$ cat src/hw/gpcd_pkg.sv
/*
 Package for the port group C/D data register block: register indices,
 field widths, reset values, bus timing and the packed carriers.
 Assumes a 32-bit AXI4-Lite register bus and one 100 MHz clock.
*/
package gpcd_pkg;
   localparam int          REG_W       = 16;
   localparam int          GRP_C_W     = 5;
   localparam int          GRP_D_W     = 14;
   localparam int          AXI_DATA_W  = 32;
   localparam int          AXI_ADDR_W  = 12;
   // Printed offsets are not word aligned, so they serve as word indices
   localparam logic [31:0] IDX_GRP_C   = 32'hFFFFF73E;
   localparam logic [31:0] IDX_GRP_D   = 32'hFFFFF746;
   localparam logic [33:0] ADDR_GRP_C  = {IDX_GRP_C, 2'h0};
   localparam logic [33:0] ADDR_GRP_D  = {IDX_GRP_D, 2'h0};
   localparam logic [15:0] REG_RESET   = 16'h0000;
   localparam int          ACC_CYCLES  = 4;
   localparam logic [1:0]  RESP_OKAY   = 2'h0;
   localparam logic [1:0]  RESP_SLVERR = 2'h2;

   typedef enum logic [1:0] {SEL_NONE, SEL_C, SEL_D} gpcd_sel_e;

   // Per-pin settings from the pin function controller
   typedef struct packed {
      logic [REG_W-1:0] dir;
      logic [REG_W-1:0] gen_out;
   } gpcd_cfg_s;

   typedef struct packed {
      logic [AXI_ADDR_W-1:0]   addr;
      logic [AXI_DATA_W-1:0]   data;
      logic [AXI_DATA_W/8-1:0] strb;
   } gpcd_wreq_s;
endpackage

$ cat src/hw/gpcd_data_regs.sv
/*
 Data registers and pin logic for general-purpose port groups C and D,
 reached over an AXI4-Lite slave.
 Assumes pin inputs synchronous-capable to aclk after two flops, and a
 pin function controller that supplies direction and function per pin.
*/
// Our own choice: the AXI4-Lite register port.
// What this block does
// - Group C has five two-way pins on data bits 4 to 0.
// - Group D has fourteen two-way pins on data bits 13 to 0.
// - Each data register is sixteen bits, read/write, holding pin output data.
// - Every access completes in a fixed four cycles, whatever its size.
// - Group C bits 15 to 5 read zero; software writes zero there.
// - Group D bits 15 and 14 read zero; software writes zero there.
// - General output pin: written value is stored and driven on the pin.
// - General output pin: read returns the stored value, not the pin.
// - General input pin: read returns the live pin level.
// - General input pin: write stores the bit, pin unaffected.
// - Direction 0 reads pin level even when a peripheral uses the pin.
// - Direction 1 with peripheral function reads the stored value.
// - Pins not acting as general output are never driven by writes.
// - Power-on reset and hardware standby clear both registers; watchdog does not.
// - Registers hold their contents through software standby and sleep.
// - Group D bits map one-to-one to pins 13 down to 0.
// - Pin function and direction come from the pin function controller.
`timescale 1ns/1ps
module gpcd_data_regs #(
   parameter int C_W    = gpcd_pkg::GRP_C_W,
   parameter int D_W    = gpcd_pkg::GRP_D_W,
   parameter int ADDR_W = gpcd_pkg::AXI_ADDR_W
) (
   input  wire logic                  aclk,
   input  wire logic                  aresetn,
   input  wire logic                  hw_standby,
   input  wire logic [ADDR_W-1:0]     s_axi_awaddr,
   input  wire logic                  s_axi_awvalid,
   output logic                       s_axi_awready,
   input  wire logic [31:0]           s_axi_wdata,
   input  wire logic [3:0]            s_axi_wstrb,
   input  wire logic                  s_axi_wvalid,
   output logic                       s_axi_wready,
   output logic [1:0]                 s_axi_bresp,
   output logic                       s_axi_bvalid,
   input  wire logic                  s_axi_bready,
   input  wire logic [ADDR_W-1:0]     s_axi_araddr,
   input  wire logic                  s_axi_arvalid,
   output logic                       s_axi_arready,
   output logic [31:0]                s_axi_rdata,
   output logic [1:0]                 s_axi_rresp,
   output logic                       s_axi_rvalid,
   input  wire logic                  s_axi_rready,
   input  wire gpcd_pkg::gpcd_cfg_s   grp_c_cfg,
   input  wire gpcd_pkg::gpcd_cfg_s   grp_d_cfg,
   input  wire logic [C_W-1:0]        grp_c_pin_in,
   output logic [C_W-1:0]             grp_c_pin_out,
   output logic [C_W-1:0]             grp_c_pin_oe,
   input  wire logic [D_W-1:0]        grp_d_pin_in,
   output logic [D_W-1:0]             grp_d_pin_out,
   output logic [D_W-1:0]             grp_d_pin_oe
);
   import gpcd_pkg::*;

   typedef enum {WR_IDLE, WR_WAIT, WR_RESP} gpcd_wr_e;
   typedef enum {RD_IDLE, RD_WAIT, RD_RESP} gpcd_rd_e;

   // The captured write address is a package-width field, so the port
   // width must match it or the decode would silently lose bits
   if (C_W < 1 || C_W > REG_W || D_W < 1 || D_W > REG_W ||
       ADDR_W != AXI_ADDR_W || ACC_CYCLES < 3) begin : g_chk
      $error("gpcd_data_regs: unsupported width or timing");
   end

   localparam logic [2:0] WR_LOAD = 3'(ACC_CYCLES - 2);
   localparam logic [2:0] RD_LOAD = 3'(ACC_CYCLES - 1);

   // Only the low address bits are decoded; the block sits in a small window
   function automatic gpcd_sel_e addr_sel(input logic [ADDR_W-1:0] a);
      if (a == ADDR_GRP_C[ADDR_W-1:0]) begin
         return SEL_C;
      end else if (a == ADDR_GRP_D[ADDR_W-1:0]) begin
         return SEL_D;
      end
      return SEL_NONE;
   endfunction

   // Direction 1 shows the stored bit, direction 0 the pin, whatever the function
   function automatic logic [REG_W-1:0] rd_mix(input logic [REG_W-1:0] st,
                                               input logic [REG_W-1:0] dir,
                                               input logic [REG_W-1:0] pin);
      return (dir & st) | (~dir & pin);
   endfunction

   // Strobes above the register's two lanes have nothing to touch
   function automatic logic [REG_W-1:0] lane_wr(input logic [REG_W-1:0] old,
                                                input logic [REG_W-1:0] nw,
                                                input logic [3:0] strb);
      logic [REG_W-1:0] r;
      r = old;
      for (int i = 0; i < REG_W; i++) begin
         if (strb[i/8]) begin
            r[i] = nw[i];
         end
      end
      return r;
   endfunction

   gpcd_wr_e          wr_st_r;
   gpcd_rd_e          rd_st_r;
   logic              aw_got_r;
   logic              w_got_r;
   gpcd_wreq_s        wreq_r;
   logic [2:0]        wcnt_r;
   logic [2:0]        rcnt_r;
   logic [ADDR_W-1:0] raddr_r;
   logic [C_W-1:0]    c_data_r;
   logic [D_W-1:0]    d_data_r;
   logic [C_W-1:0]    c_sync1_r;
   logic [C_W-1:0]    c_sync2_r;
   logic [D_W-1:0]    d_sync1_r;
   logic [D_W-1:0]    d_sync2_r;
   logic              wr_fire;
   gpcd_sel_e         wsel;
   gpcd_sel_e         rsel;
   logic [REG_W-1:0]  c_wide;
   logic [REG_W-1:0]  d_wide;

   // The wait starts only once both halves of the write are held
   assign wr_fire = (wr_st_r == WR_IDLE) && aw_got_r && w_got_r;
   assign wsel    = addr_sel(wreq_r.addr);
   assign rsel    = addr_sel(raddr_r);
   assign c_wide  = lane_wr(REG_W'(c_data_r), wreq_r.data[REG_W-1:0],
                            wreq_r.strb);
   assign d_wide  = lane_wr(REG_W'(d_data_r), wreq_r.data[REG_W-1:0],
                            wreq_r.strb);

   // Write channel: address and data taken in either order, then a fixed wait
   // Ready falls once a channel is taken so no second beat slips in
   always_ff @(posedge aclk) begin
      if (!aresetn) begin
         wr_st_r       <= WR_IDLE;
         aw_got_r      <= 1'b0;
         w_got_r       <= 1'b0;
         wreq_r        <= '0;
         wcnt_r        <= 3'h0;
         s_axi_awready <= 1'b0;
         s_axi_wready  <= 1'b0;
         s_axi_bvalid  <= 1'b0;
         s_axi_bresp   <= RESP_OKAY;
      end else begin
         unique case (wr_st_r)
            WR_IDLE: begin
               if (s_axi_awvalid && s_axi_awready) begin
                  aw_got_r      <= 1'b1;
                  wreq_r.addr   <= s_axi_awaddr;
                  s_axi_awready <= 1'b0;
               end else begin
                  s_axi_awready <= !aw_got_r;
               end
               if (s_axi_wvalid && s_axi_wready) begin
                  w_got_r      <= 1'b1;
                  wreq_r.data  <= s_axi_wdata;
                  wreq_r.strb  <= s_axi_wstrb;
                  s_axi_wready <= 1'b0;
               end else begin
                  s_axi_wready <= !w_got_r;
               end
               if (wr_fire) begin
                  wr_st_r <= WR_WAIT;
                  wcnt_r  <= WR_LOAD;
               end
            end
            WR_WAIT: begin
               if (wcnt_r == 3'h0) begin
                  wr_st_r      <= WR_RESP;
                  s_axi_bvalid <= 1'b1;
                  s_axi_bresp  <= (wsel == SEL_NONE) ? RESP_SLVERR : RESP_OKAY;
               end else begin
                  wcnt_r <= wcnt_r - 3'h1;
               end
            end
            WR_RESP: begin
               if (s_axi_bready) begin
                  wr_st_r      <= WR_IDLE;
                  s_axi_bvalid <= 1'b0;
                  aw_got_r     <= 1'b0;
                  w_got_r      <= 1'b0;
               end
            end
         endcase
      end
   end

   // Stored data; only reset and hardware standby clear it, low-power modes
   // have no input here so contents simply persist
   // Standby wins over a write landing in the same cycle
   always_ff @(posedge aclk) begin
      if (!aresetn || hw_standby) begin
         c_data_r <= C_W'(REG_RESET);
         d_data_r <= D_W'(REG_RESET);
      end else if (wr_fire) begin
         // Upper bits are not stored, so they always read back zero
         if (wsel == SEL_C) begin
            c_data_r <= c_wide[C_W-1:0];
         end
         if (wsel == SEL_D) begin
            d_data_r <= d_wide[D_W-1:0];
         end
      end
   end

   // Pin drivers lag the register by one cycle so outputs come from flops
   // Peripheral pins get no enable here; the outer pin mux drives them
   always_ff @(posedge aclk) begin
      if (!aresetn) begin
         grp_c_pin_out <= '0;
         grp_c_pin_oe  <= '0;
         grp_d_pin_out <= '0;
         grp_d_pin_oe  <= '0;
      end else begin
         grp_c_pin_out <= c_data_r;
         grp_d_pin_out <= d_data_r;
         // Enabled only for direction 1 with general-output function
         grp_c_pin_oe  <= grp_c_cfg.dir[C_W-1:0] &
                          grp_c_cfg.gen_out[C_W-1:0];
         grp_d_pin_oe  <= grp_d_cfg.dir[D_W-1:0] &
                          grp_d_cfg.gen_out[D_W-1:0];
      end
   end

   // Two-flop synchronisers on the pin levels
   // Only the second flop feeds the read path; the first may be metastable
   always_ff @(posedge aclk) begin
      if (!aresetn) begin
         c_sync1_r <= '0;
         c_sync2_r <= '0;
         d_sync1_r <= '0;
         d_sync2_r <= '0;
      end else begin
         c_sync1_r <= grp_c_pin_in;
         c_sync2_r <= c_sync1_r;
         d_sync1_r <= grp_d_pin_in;
         d_sync2_r <= d_sync1_r;
      end
   end

   // Read channel: fixed latency, data sampled in the cycle it is returned
   // Unmapped reads return zero with an error response
   always_ff @(posedge aclk) begin
      if (!aresetn) begin
         rd_st_r       <= RD_IDLE;
         rcnt_r        <= 3'h0;
         raddr_r       <= '0;
         s_axi_arready <= 1'b0;
         s_axi_rvalid  <= 1'b0;
         s_axi_rdata   <= 32'h00000000;
         s_axi_rresp   <= RESP_OKAY;
      end else begin
         unique case (rd_st_r)
            RD_IDLE: begin
               if (s_axi_arvalid && s_axi_arready) begin
                  raddr_r       <= s_axi_araddr;
                  s_axi_arready <= 1'b0;
                  rcnt_r        <= RD_LOAD;
                  rd_st_r       <= RD_WAIT;
               end else begin
                  s_axi_arready <= 1'b1;
               end
            end
            RD_WAIT: begin
               if (rcnt_r == 3'h0) begin
                  rd_st_r      <= RD_RESP;
                  s_axi_rvalid <= 1'b1;
                  s_axi_rresp  <= RESP_OKAY;
                  unique case (rsel)
                     SEL_C: s_axi_rdata <= 32'(rd_mix(REG_W'(c_data_r),
                        grp_c_cfg.dir & REG_W'({C_W{1'b1}}),
                        REG_W'(c_sync2_r)));
                     SEL_D: s_axi_rdata <= 32'(rd_mix(REG_W'(d_data_r),
                        grp_d_cfg.dir & REG_W'({D_W{1'b1}}),
                        REG_W'(d_sync2_r)));
                     SEL_NONE: begin
                        s_axi_rdata <= 32'h00000000;
                        s_axi_rresp <= RESP_SLVERR;
                     end
                  endcase
               end else begin
                  rcnt_r <= rcnt_r - 3'h1;
               end
            end
            RD_RESP: begin
               if (s_axi_rready) begin
                  rd_st_r      <= RD_IDLE;
                  s_axi_rvalid <= 1'b0;
               end
            end
         endcase
      end
   end
endmodule

$ cat config.mk
export PLATFORM = sky130hd
export DESIGN_NAME = gpcd_data_regs
export DESIGN_NICKNAME = d
export VERILOG_FILES = /design/src/hw/gpcd_pkg.sv /design/src/hw/gpcd_data_regs.sv
export SDC_FILE = /design/constraint.sdc
export NUM_CORES = 1
export LEC_CHECK = 0
export BUFFER_PORTS_ARGS = -buffer_cell sky130_fd_sc_hd__buf_2
export CORE_MARGIN = 1.5
export CORE_UTILIZATION = 44
export DETAILED_ROUTE_END_ITERATION = 16
export HOLD_SLACK_MARGIN = 0.08
export PLACE_DENSITY_LB_ADDON = 0.05
export SETUP_SLACK_MARGIN = 0.05
export SYNTH_ARGS = -nofsm -noshare
export SYNTH_HDL_FRONTEND = slang
export SYNTH_SLANG_ARGS = --single-unit
$ cat constraint.sdc
create_clock -name aclk -period 2 [get_ports aclk]
set_clock_uncertainty 0.15 [all_clocks]
set_input_delay 0.4 -clock aclk [delete_from_list [all_inputs] [get_ports aclk]]
set_output_delay 0.4 -clock aclk [all_outputs]
set_load 0.03 [all_outputs]
==> impl_metrics.env, run 1 <==
export IMPL_status="finished, final reports clean"
export IMPL_final_nets=1053
export IMPL_cp_start_kind="flop"
export IMPL_drive_gt1_frac=0.276
export IMPL_synth_edff_count=0
export IMPL_place_gp_congestion=0.750
export IMPL_grt_first_pass_wirelength_um=22700
export IMPL_ant_nets=0
export IMPL_yosysUniqueCellTypes=47
export IMPL_synth_area_leaders="dfxtp_1 (54%), nand2_1 (8.0%), mux2i_1 (6.9%)"
export IMPL_drcViolationCount=0
export IMPL_cts_path_max_buffers=2
export IMPL_cp_arrival_ns=2.15
export IMPL_period_needed_ns=1.96
export IMPL_dp_cells=977
export IMPL_hp_class="in -> reg"
export IMPL_cap_viol_max_count=0
export IMPL_final_cells=1082
export IMPL_die_x_um=122
export IMPL_final_max_slew_violation_count=0
export IMPL_min_from="grp_c_cfg[1]"
export IMPL_synth_top_family_by_area="simple AND/OR/NAND/NOR gates"
export IMPL_cts_buffers=17
export IMPL_clkSinkCount=168
export IMPL_cp_max_fo=5
export IMPL_ff2ff_path_depth=3
export IMPL_hpwl_um=9870
export IMPL_fp_dieH_um=122
export IMPL_criticalPathCategory="reg -> reg"
export IMPL_synth_largest_area_cell="dfxtp_1"
export IMPL_slew_headroom=0.657
export IMPL_synthMuxAreaShare=0.0694
export IMPL_initial_core_util=0.449
export IMPL_synth_top_area_share=0.542
export IMPL_rr_startpoint="raddr_r[7]"
export IMPL_max_freq_mhz=510
export IMPL_htree_levels=4
export IMPL_power_density_nw_per_um2=1060
export IMPL_worst_path_buf_inv=0
export IMPL_cp_cell_sequence="or4b_4 -> or4_4 -> o21ai_1"
export IMPL_drtPass1Iterations=4
export IMPL_rsz0062_at_grt="true"
export IMPL_synth_most_common_cell="dfxtp_1"
export IMPL_endpoint_kind="flop"
export IMPL_syn_instance_count=649
export IMPL_vdd_drop_max_mv=0.598
export IMPL_min_period_over_period=0.980
export IMPL_antenna_cells=0
export IMPL_required_ns=2.19
export IMPL_vias=5113
export IMPL_antenna_found_initial=0
export IMPL_fp_row_count=43
export IMPL_worst_slew_pin_slew_ns=0.514
export IMPL_fillers=1193
export IMPL_clockRootBuffer="clkbuf_16"
export IMPL_setup_viol=0
export IMPL_grt_overflow=0
export IMPL_synth_avg_cell_area_um2=9.56
export IMPL_io_pins=230
export IMPL_yosys_area_share_simple=0.214
export IMPL_ys_async_sr_fraction=0
export IMPL_yosys_warnings=0
export IMPL_holdPathStages=2
export IMPL_wl_per_cell_um=13.8
export IMPL_max_stage_delay_ns=0.66
export IMPL_crit_slowest_cell="or4_4"
export IMPL_syn_to_final_growth_pct=39.2
export IMPL_portBuffers=163
export IMPL_synth_compound_gate_area_share=0.0954
export IMPL_power_leakage_nw=3.84
export IMPL_grtUsageTotal=0.197
export IMPL_synth_ff_type="dfxtp_1"
export IMPL_grt_pass1_vias=4857
export IMPL_tns_ns=0
export IMPL_ys_top_cells_by_count="dfxtp_1 (168), nand2_1 (133), and2_1 (57)"
export IMPL_drtIter0Drc=211
export IMPL_core_um2=13800
export IMPL_reg2reg_to="s_axi_rdata[10]"
export IMPL_grt_max_degree=67
export IMPL_reg2reg_slack_ns=0.04
export IMPL_power_mw=9.11
export IMPL_routed_via_density=4.73
export IMPL_crit_family="simple AND/OR/NAND/NOR gates"
export IMPL_ys_seq_elements=168
export IMPL_seqCellArea_um2=3370
export IMPL_hold_violations=0
export IMPL_multi_input_area_um2=2650
export IMPL_totalWireLength_um=14900
export IMPL_crit_start="raddr_r[7]"
export IMPL_clock_latency_ns=0.41
export IMPL_holdPathEnd="grp_c_pin_oe[1]"
export IMPL_cts_tree="done"
export IMPL_ys_seq_area_frac=0.542
export IMPL_die_area_um2=14800
export IMPL_clk_pin_slew_ns=0.06
export IMPL_synthAdderAreaFrac=0.0242
export IMPL_netlist_area_um2=6210
export IMPL_synthXorXnorAreaFrac=0
## worst max-delay path by stage
stage                            endpoint  slack [ns]  depth (start not counted)
after global routing       s_axi_rdata[9]     -0.0005                          3
after CTS                  s_axi_rdata[6]        0.03                          6
after detailed placement   s_axi_rdata[5]     -0.0007                          3
after floorplan           s_axi_rdata[10]        0.06                          5
after global placement    s_axi_rdata[11]        0.02                          3
final                     s_axi_rdata[10]        0.04                          3
## what timing repair did
item,CTS,global route
setup endpoints to repair,18,47
buffers inserted,0,2
gates resized for setup,3,23
hold endpoints to repair,70,0
cloned,0,1
pin swaps,1,8
hold buffers,71,0
## routing by layer
metal | track usage | up-vias | share of wire
met4 | 0.0500 | 0 | 0.0081
li1 | - | 2624 | -
met5 | 0 | - | 0
met3 | 0.0496 | 11 | 0.042
met2 | 0.355 | 126 | 0.50
met1 | 0.234 | 2352 | 0.45
## flip-flops by register name, indices dropped and copies added (netlist names), 12 cells and up
name and count:
wreq_r 28, d_data_r 14, d_sync1_r 14, d_sync2_r 14
grp_d_pin_oe 14, grp_d_pin_out 14, s_axi_rdata 14, raddr_r 12
## final cells by class
class | count | share of cell area
flip-flops and latches | 168 | 0.390
multi-input cells | 434 | 0.307
repair buffers | 258 | 0.201
clock buffers | 20 | 0.0540
well taps | 180 | 0.0261
clock inverters | 11 | 0.0171
inverters | 11 | 0.00478
## cell families after synthesis
kind of cell / count (synthesis)
fa+ha+maj: 12
other cells: 1
buf+inv: 67
simple gates: 262
compound gates: 96
mux: 43
flops: 168
## through the flow
step / instance area (um^2) / setup slack [ns] / utilization / hold slack (ns)
floorplan: 6280 / 0.0644 / - / 0.262
global route: 8640 / -0.000458 / 0.625 / 0.0817
finish: 8640 / 0.0394 / 0.625 / 0.0945
global placement: 7200 / 0.0243 / 0.521 / 0.264
detailed placement: 7200 / -0.000740 / 0.521 / 0.267
CTS: 8530 / 0.0288 / 0.617 / 0.0807
## where the power goes
part	total, mW	internal [mW]	switching, mW
clock network	3.35	2.06	1.29
registers	3.84	3.64	0.198
logic	1.92	0.830	1.09
## cells in the final DEF (no fill, tap or decap), types with 4 or more instances in the layout
cell type	n
buf_4	20
nor3_1	5
o21ai_2	4
clkinvlp_4	4
nor2_1	8
nand3_1	6
conb_1	20
inv_1	10
and3_1	20
buf_2	163
o22ai_1	5
clkbuf_16	17
nand4b_1	4
a21oi_1	48
nand2b_1	5
dfxtp_1	165
a22o_1	5
and2_1	57
nand2_1	133
a21boi_0	4
mux2i_1	43
or4b_4	4
dlygate4sd3_1	71
nand4_1	4
o21ai_1	5
ha_1	10
nor2b_1	4
(Power assumes the default switching activity.)
==> inputs of run 2 (changes only) <==
--- a/config.mk
+++ b/config.mk
@@ -5,9 +5,10 @@
 export SDC_FILE = /design/constraint.sdc
 export NUM_CORES = 1
 export LEC_CHECK = 0
+export ABC_AREA = 1
 export BUFFER_PORTS_ARGS = -buffer_cell sky130_fd_sc_hd__buf_2
 export CORE_MARGIN = 1.5
-export CORE_UTILIZATION = 44
+export CORE_UTILIZATION = 45
 export DETAILED_ROUTE_END_ITERATION = 16
 export HOLD_SLACK_MARGIN = 0.08
 export PLACE_DENSITY_LB_ADDON = 0.05
==> run 2 against run 1 <==
Effect of this change:
- global-route usage up 1.4 points
- cell area is 1.1% higher
- non-clock buffer count is 19 lower
- area after synthesis increased by 5.9%
- critical path type unchanged
- largest power group unchanged
==> impl_metrics.env, run 2 <==
export IMPL_synth_most_common_cell="dfxtp_1"
export IMPL_cp_cell_sequence="inv_1 -> ha_4 -> nand3_4 -> nor2_4 -> buf_4 -> nand4_2 -> nand2_1 -> nand2_1 -> nor2_1"
export IMPL_drtIter0Drc=303
export IMPL_vias=5844
export IMPL_rsz0062_at_grt="false"
export IMPL_whs_ns=0.105
export IMPL_endpoint="c_data_r[3]"
export IMPL_yosys_warnings=0
export IMPL_endpoint_kind="flop"
export IMPL_grtUsageTotal=0.212
export IMPL_syn_to_final_growth_pct=32.8
export IMPL_syn_instance_count=870
export IMPL_clock_latency_ns=0.42
export IMPL_drtPass1Iterations=4
export IMPL_top_register="wreq_r"
export IMPL_vdd_drop_max_mv=0.728
export IMPL_ys_seq_area_frac=0.512
export IMPL_ff2ff_path_depth=9
export IMPL_max_freq_mhz=586
export IMPL_period_needed_ns=1.71
export IMPL_power_density_nw_per_um2=1090
export IMPL_fp_row_count=43
export IMPL_ys_async_sr_fraction=0
export IMPL_io_pins=230
export IMPL_cap_viol_max_count=0
export IMPL_power_leakage_nw=4.35
export IMPL_criticalPathCategory="reg -> reg"
export IMPL_synth_largest_area_cell="dfxtp_1"
export IMPL_drcViolationCount=0
export IMPL_synth_top_area_share=0.512
export IMPL_status="finished, final reports clean"
export IMPL_drive_gt1_frac=0.200
export IMPL_grt_max_degree=97
export IMPL_worst_path_buf_inv=2
export IMPL_holdPathStages=3
export IMPL_final_max_slew_violation_count=0
export IMPL_crit_start="wr_st_r[1]"
export IMPL_hp_class="in -> reg"
export IMPL_worst_slew_pin_slew_ns=0.540
export IMPL_min_period_over_period=0.853
export IMPL_ys_top_cells_by_count="dfxtp_1 (168), nand2_1 (167), inv_1 (150)"
export IMPL_routed_via_density=4.54
export IMPL_power_mw=9.55
export IMPL_grt_pass1_vias=5390
export IMPL_antenna_cells=0
export IMPL_yosysUniqueCellTypes=26
export IMPL_largest_reg_flops=28
export IMPL_netlist_area_um2=6570
export IMPL_cts_buffers=17
export IMPL_fp_dieH_um=124
export IMPL_required_ns=2.20
export IMPL_hpwl_um=10300
export IMPL_totalWireLength_um=15400
export IMPL_htree_levels=4
export IMPL_die_area_um2=15300
export IMPL_ant_nets=0
export IMPL_cts_tree="done"
export IMPL_synth_area_leaders="dfxtp_1 (51%), nand2_1 (9.5%), inv_1 (8.6%)"
export IMPL_worst_path_most_repeated_cell="nand2_1"
export IMPL_cts_path_max_buffers=2
export IMPL_synth_avg_cell_area_um2=7.55
export IMPL_clockRootBuffer="clkbuf_16"
export IMPL_fillers=1323
export IMPL_grt_overflow=0
export IMPL_cp_max_fo=9
export IMPL_portBuffers=163
export IMPL_rr_startpoint="wr_st_r[1]"
export IMPL_place_gp_congestion=0.796
export IMPL_grt_first_pass_wirelength_um=25100
export IMPL_tns_ns=0
export IMPL_antenna_found_initial=0
export IMPL_crit_slowest_cell="dfxtp_1"
export IMPL_setup_viol=0
export IMPL_crit_family="simple AND/OR/NAND/NOR gates"
export IMPL_layout_common_cells="dfxtp_1 (168), nand2_1 (167), buf_2 (162)"
export IMPL_reg2reg_to="c_data_r[3]"
export IMPL_core_um2=14000
export IMPL_cp_start_kind="flop"
export IMPL_cp_depth=9
export IMPL_ys_seq_elements=168
export IMPL_slew_headroom=0.639
export IMPL_cp_arrival_ns=1.91
export IMPL_final_nets=1257
export IMPL_final_core_util=0.622
export IMPL_max_stage_delay_ns=0.32
export IMPL_clkSinkCount=168
export IMPL_initial_core_util=0.468
export IMPL_die_x_um=124
export IMPL_synth_ff_type="dfxtp_1"
export IMPL_hold_violations=0
export IMPL_wl_per_cell_um=12.0
export IMPL_clk_pin_slew_ns=0.06
export IMPL_layout_commonest_cell="dfxtp_1"
export IMPL_synth_edff_count=0
export IMPL_reg2reg_slack_ns=0.29
## run 2: per-layer routing
metal / vias up / global-route usage / wire length (um)
li1: 3095 / - / -
met1: 2620 / 0.254 / 6740
met2: 117 / 0.376 / 7900
met3: 12 / 0.0508 / 684
met4: 0 / 0.0589 / 116
met5: - / 0 / 0
## run 2: cell type report
class,instances,area [um^2],area share
Tap cell,180,225,0.0258
Timing Repair Buffer,239,1590,0.182
Inverter,155,582,0.0666
Sequential cell,168,3360,0.385
Clock inverter,10,103,0.0118
Clock buffer,21,460,0.0527
Multi-Input combinational cell,513,2410,0.276
## run 2: worst min-delay path by stage
| stage | from | to | slack, ns |
|---|---|---|---|
| floorplan | c_sync1_r[0] | c_sync2_r[0] | 0.24 |
| global placement | c_sync1_r[3] | c_sync2_r[3] | 0.24 |
| detailed placement | d_sync1_r[9] | d_sync2_r[9] | 0.25 |
| CTS | s_axi_wstrb[0] | wreq_r[0] | 0.1 |
| global route | s_axi_wstrb[0] | wreq_r[0] | 0.11 |
| finish | s_axi_wstrb[0] | wreq_r[0] | 0.10 |
## run 2: stage by stage
step	worst slack, ns	area (um^2)	cells
5_1_grt	0.101	8730	1286
3_3_place_gp	0.190	7500	1190
6_report	0.293	8730	1286
2_1_floorplan	0.412	6640	889
4_1_cts	0.171	8710	1286
3_5_place_dp	0.179	7500	1190
## run 2: logic make-up after synthesis
group / after synthesis / share of synthesized area
AND/OR/NAND/NOR: 337 / 0.218
buffers and inverters: 208 / 0.136
flip-flops: 168 / 0.512
AO/OA/AOI/OAI: 144 / 0.111
adder cells (fa/ha/maj): 12 / 0.0228
other: 1 / 0.000571
## run 2: worst min-delay path, stage by stage
cell and delay (ns):
buf_2 0.07, o21ai_0 0.07, a21oi_1 0.10
## run 2: repair_timing
action / in CTS / in global routing
setup endpoints to repair: 0 / 25
endpoints found under the hold margin: 46 / 0
hold buffers: 65 / 0
gates resized for setup: 0 / 3
setup buffers: 0 / 0
## run 2: power by group
| group | leakage [nW] | total, mW | internal (mW) | switching [mW] |
|---|---|---|---|---|
| Clock | 0.282 | 3.13 | 1.88 | 1.25 |
| Combinational | 2.69 | 2.35 | 0.837 | 1.51 |
| Sequential | 1.37 | 4.07 | 3.83 | 0.236 |
| Total | 4.35 | 9.55 | 6.55 | 3.00 |
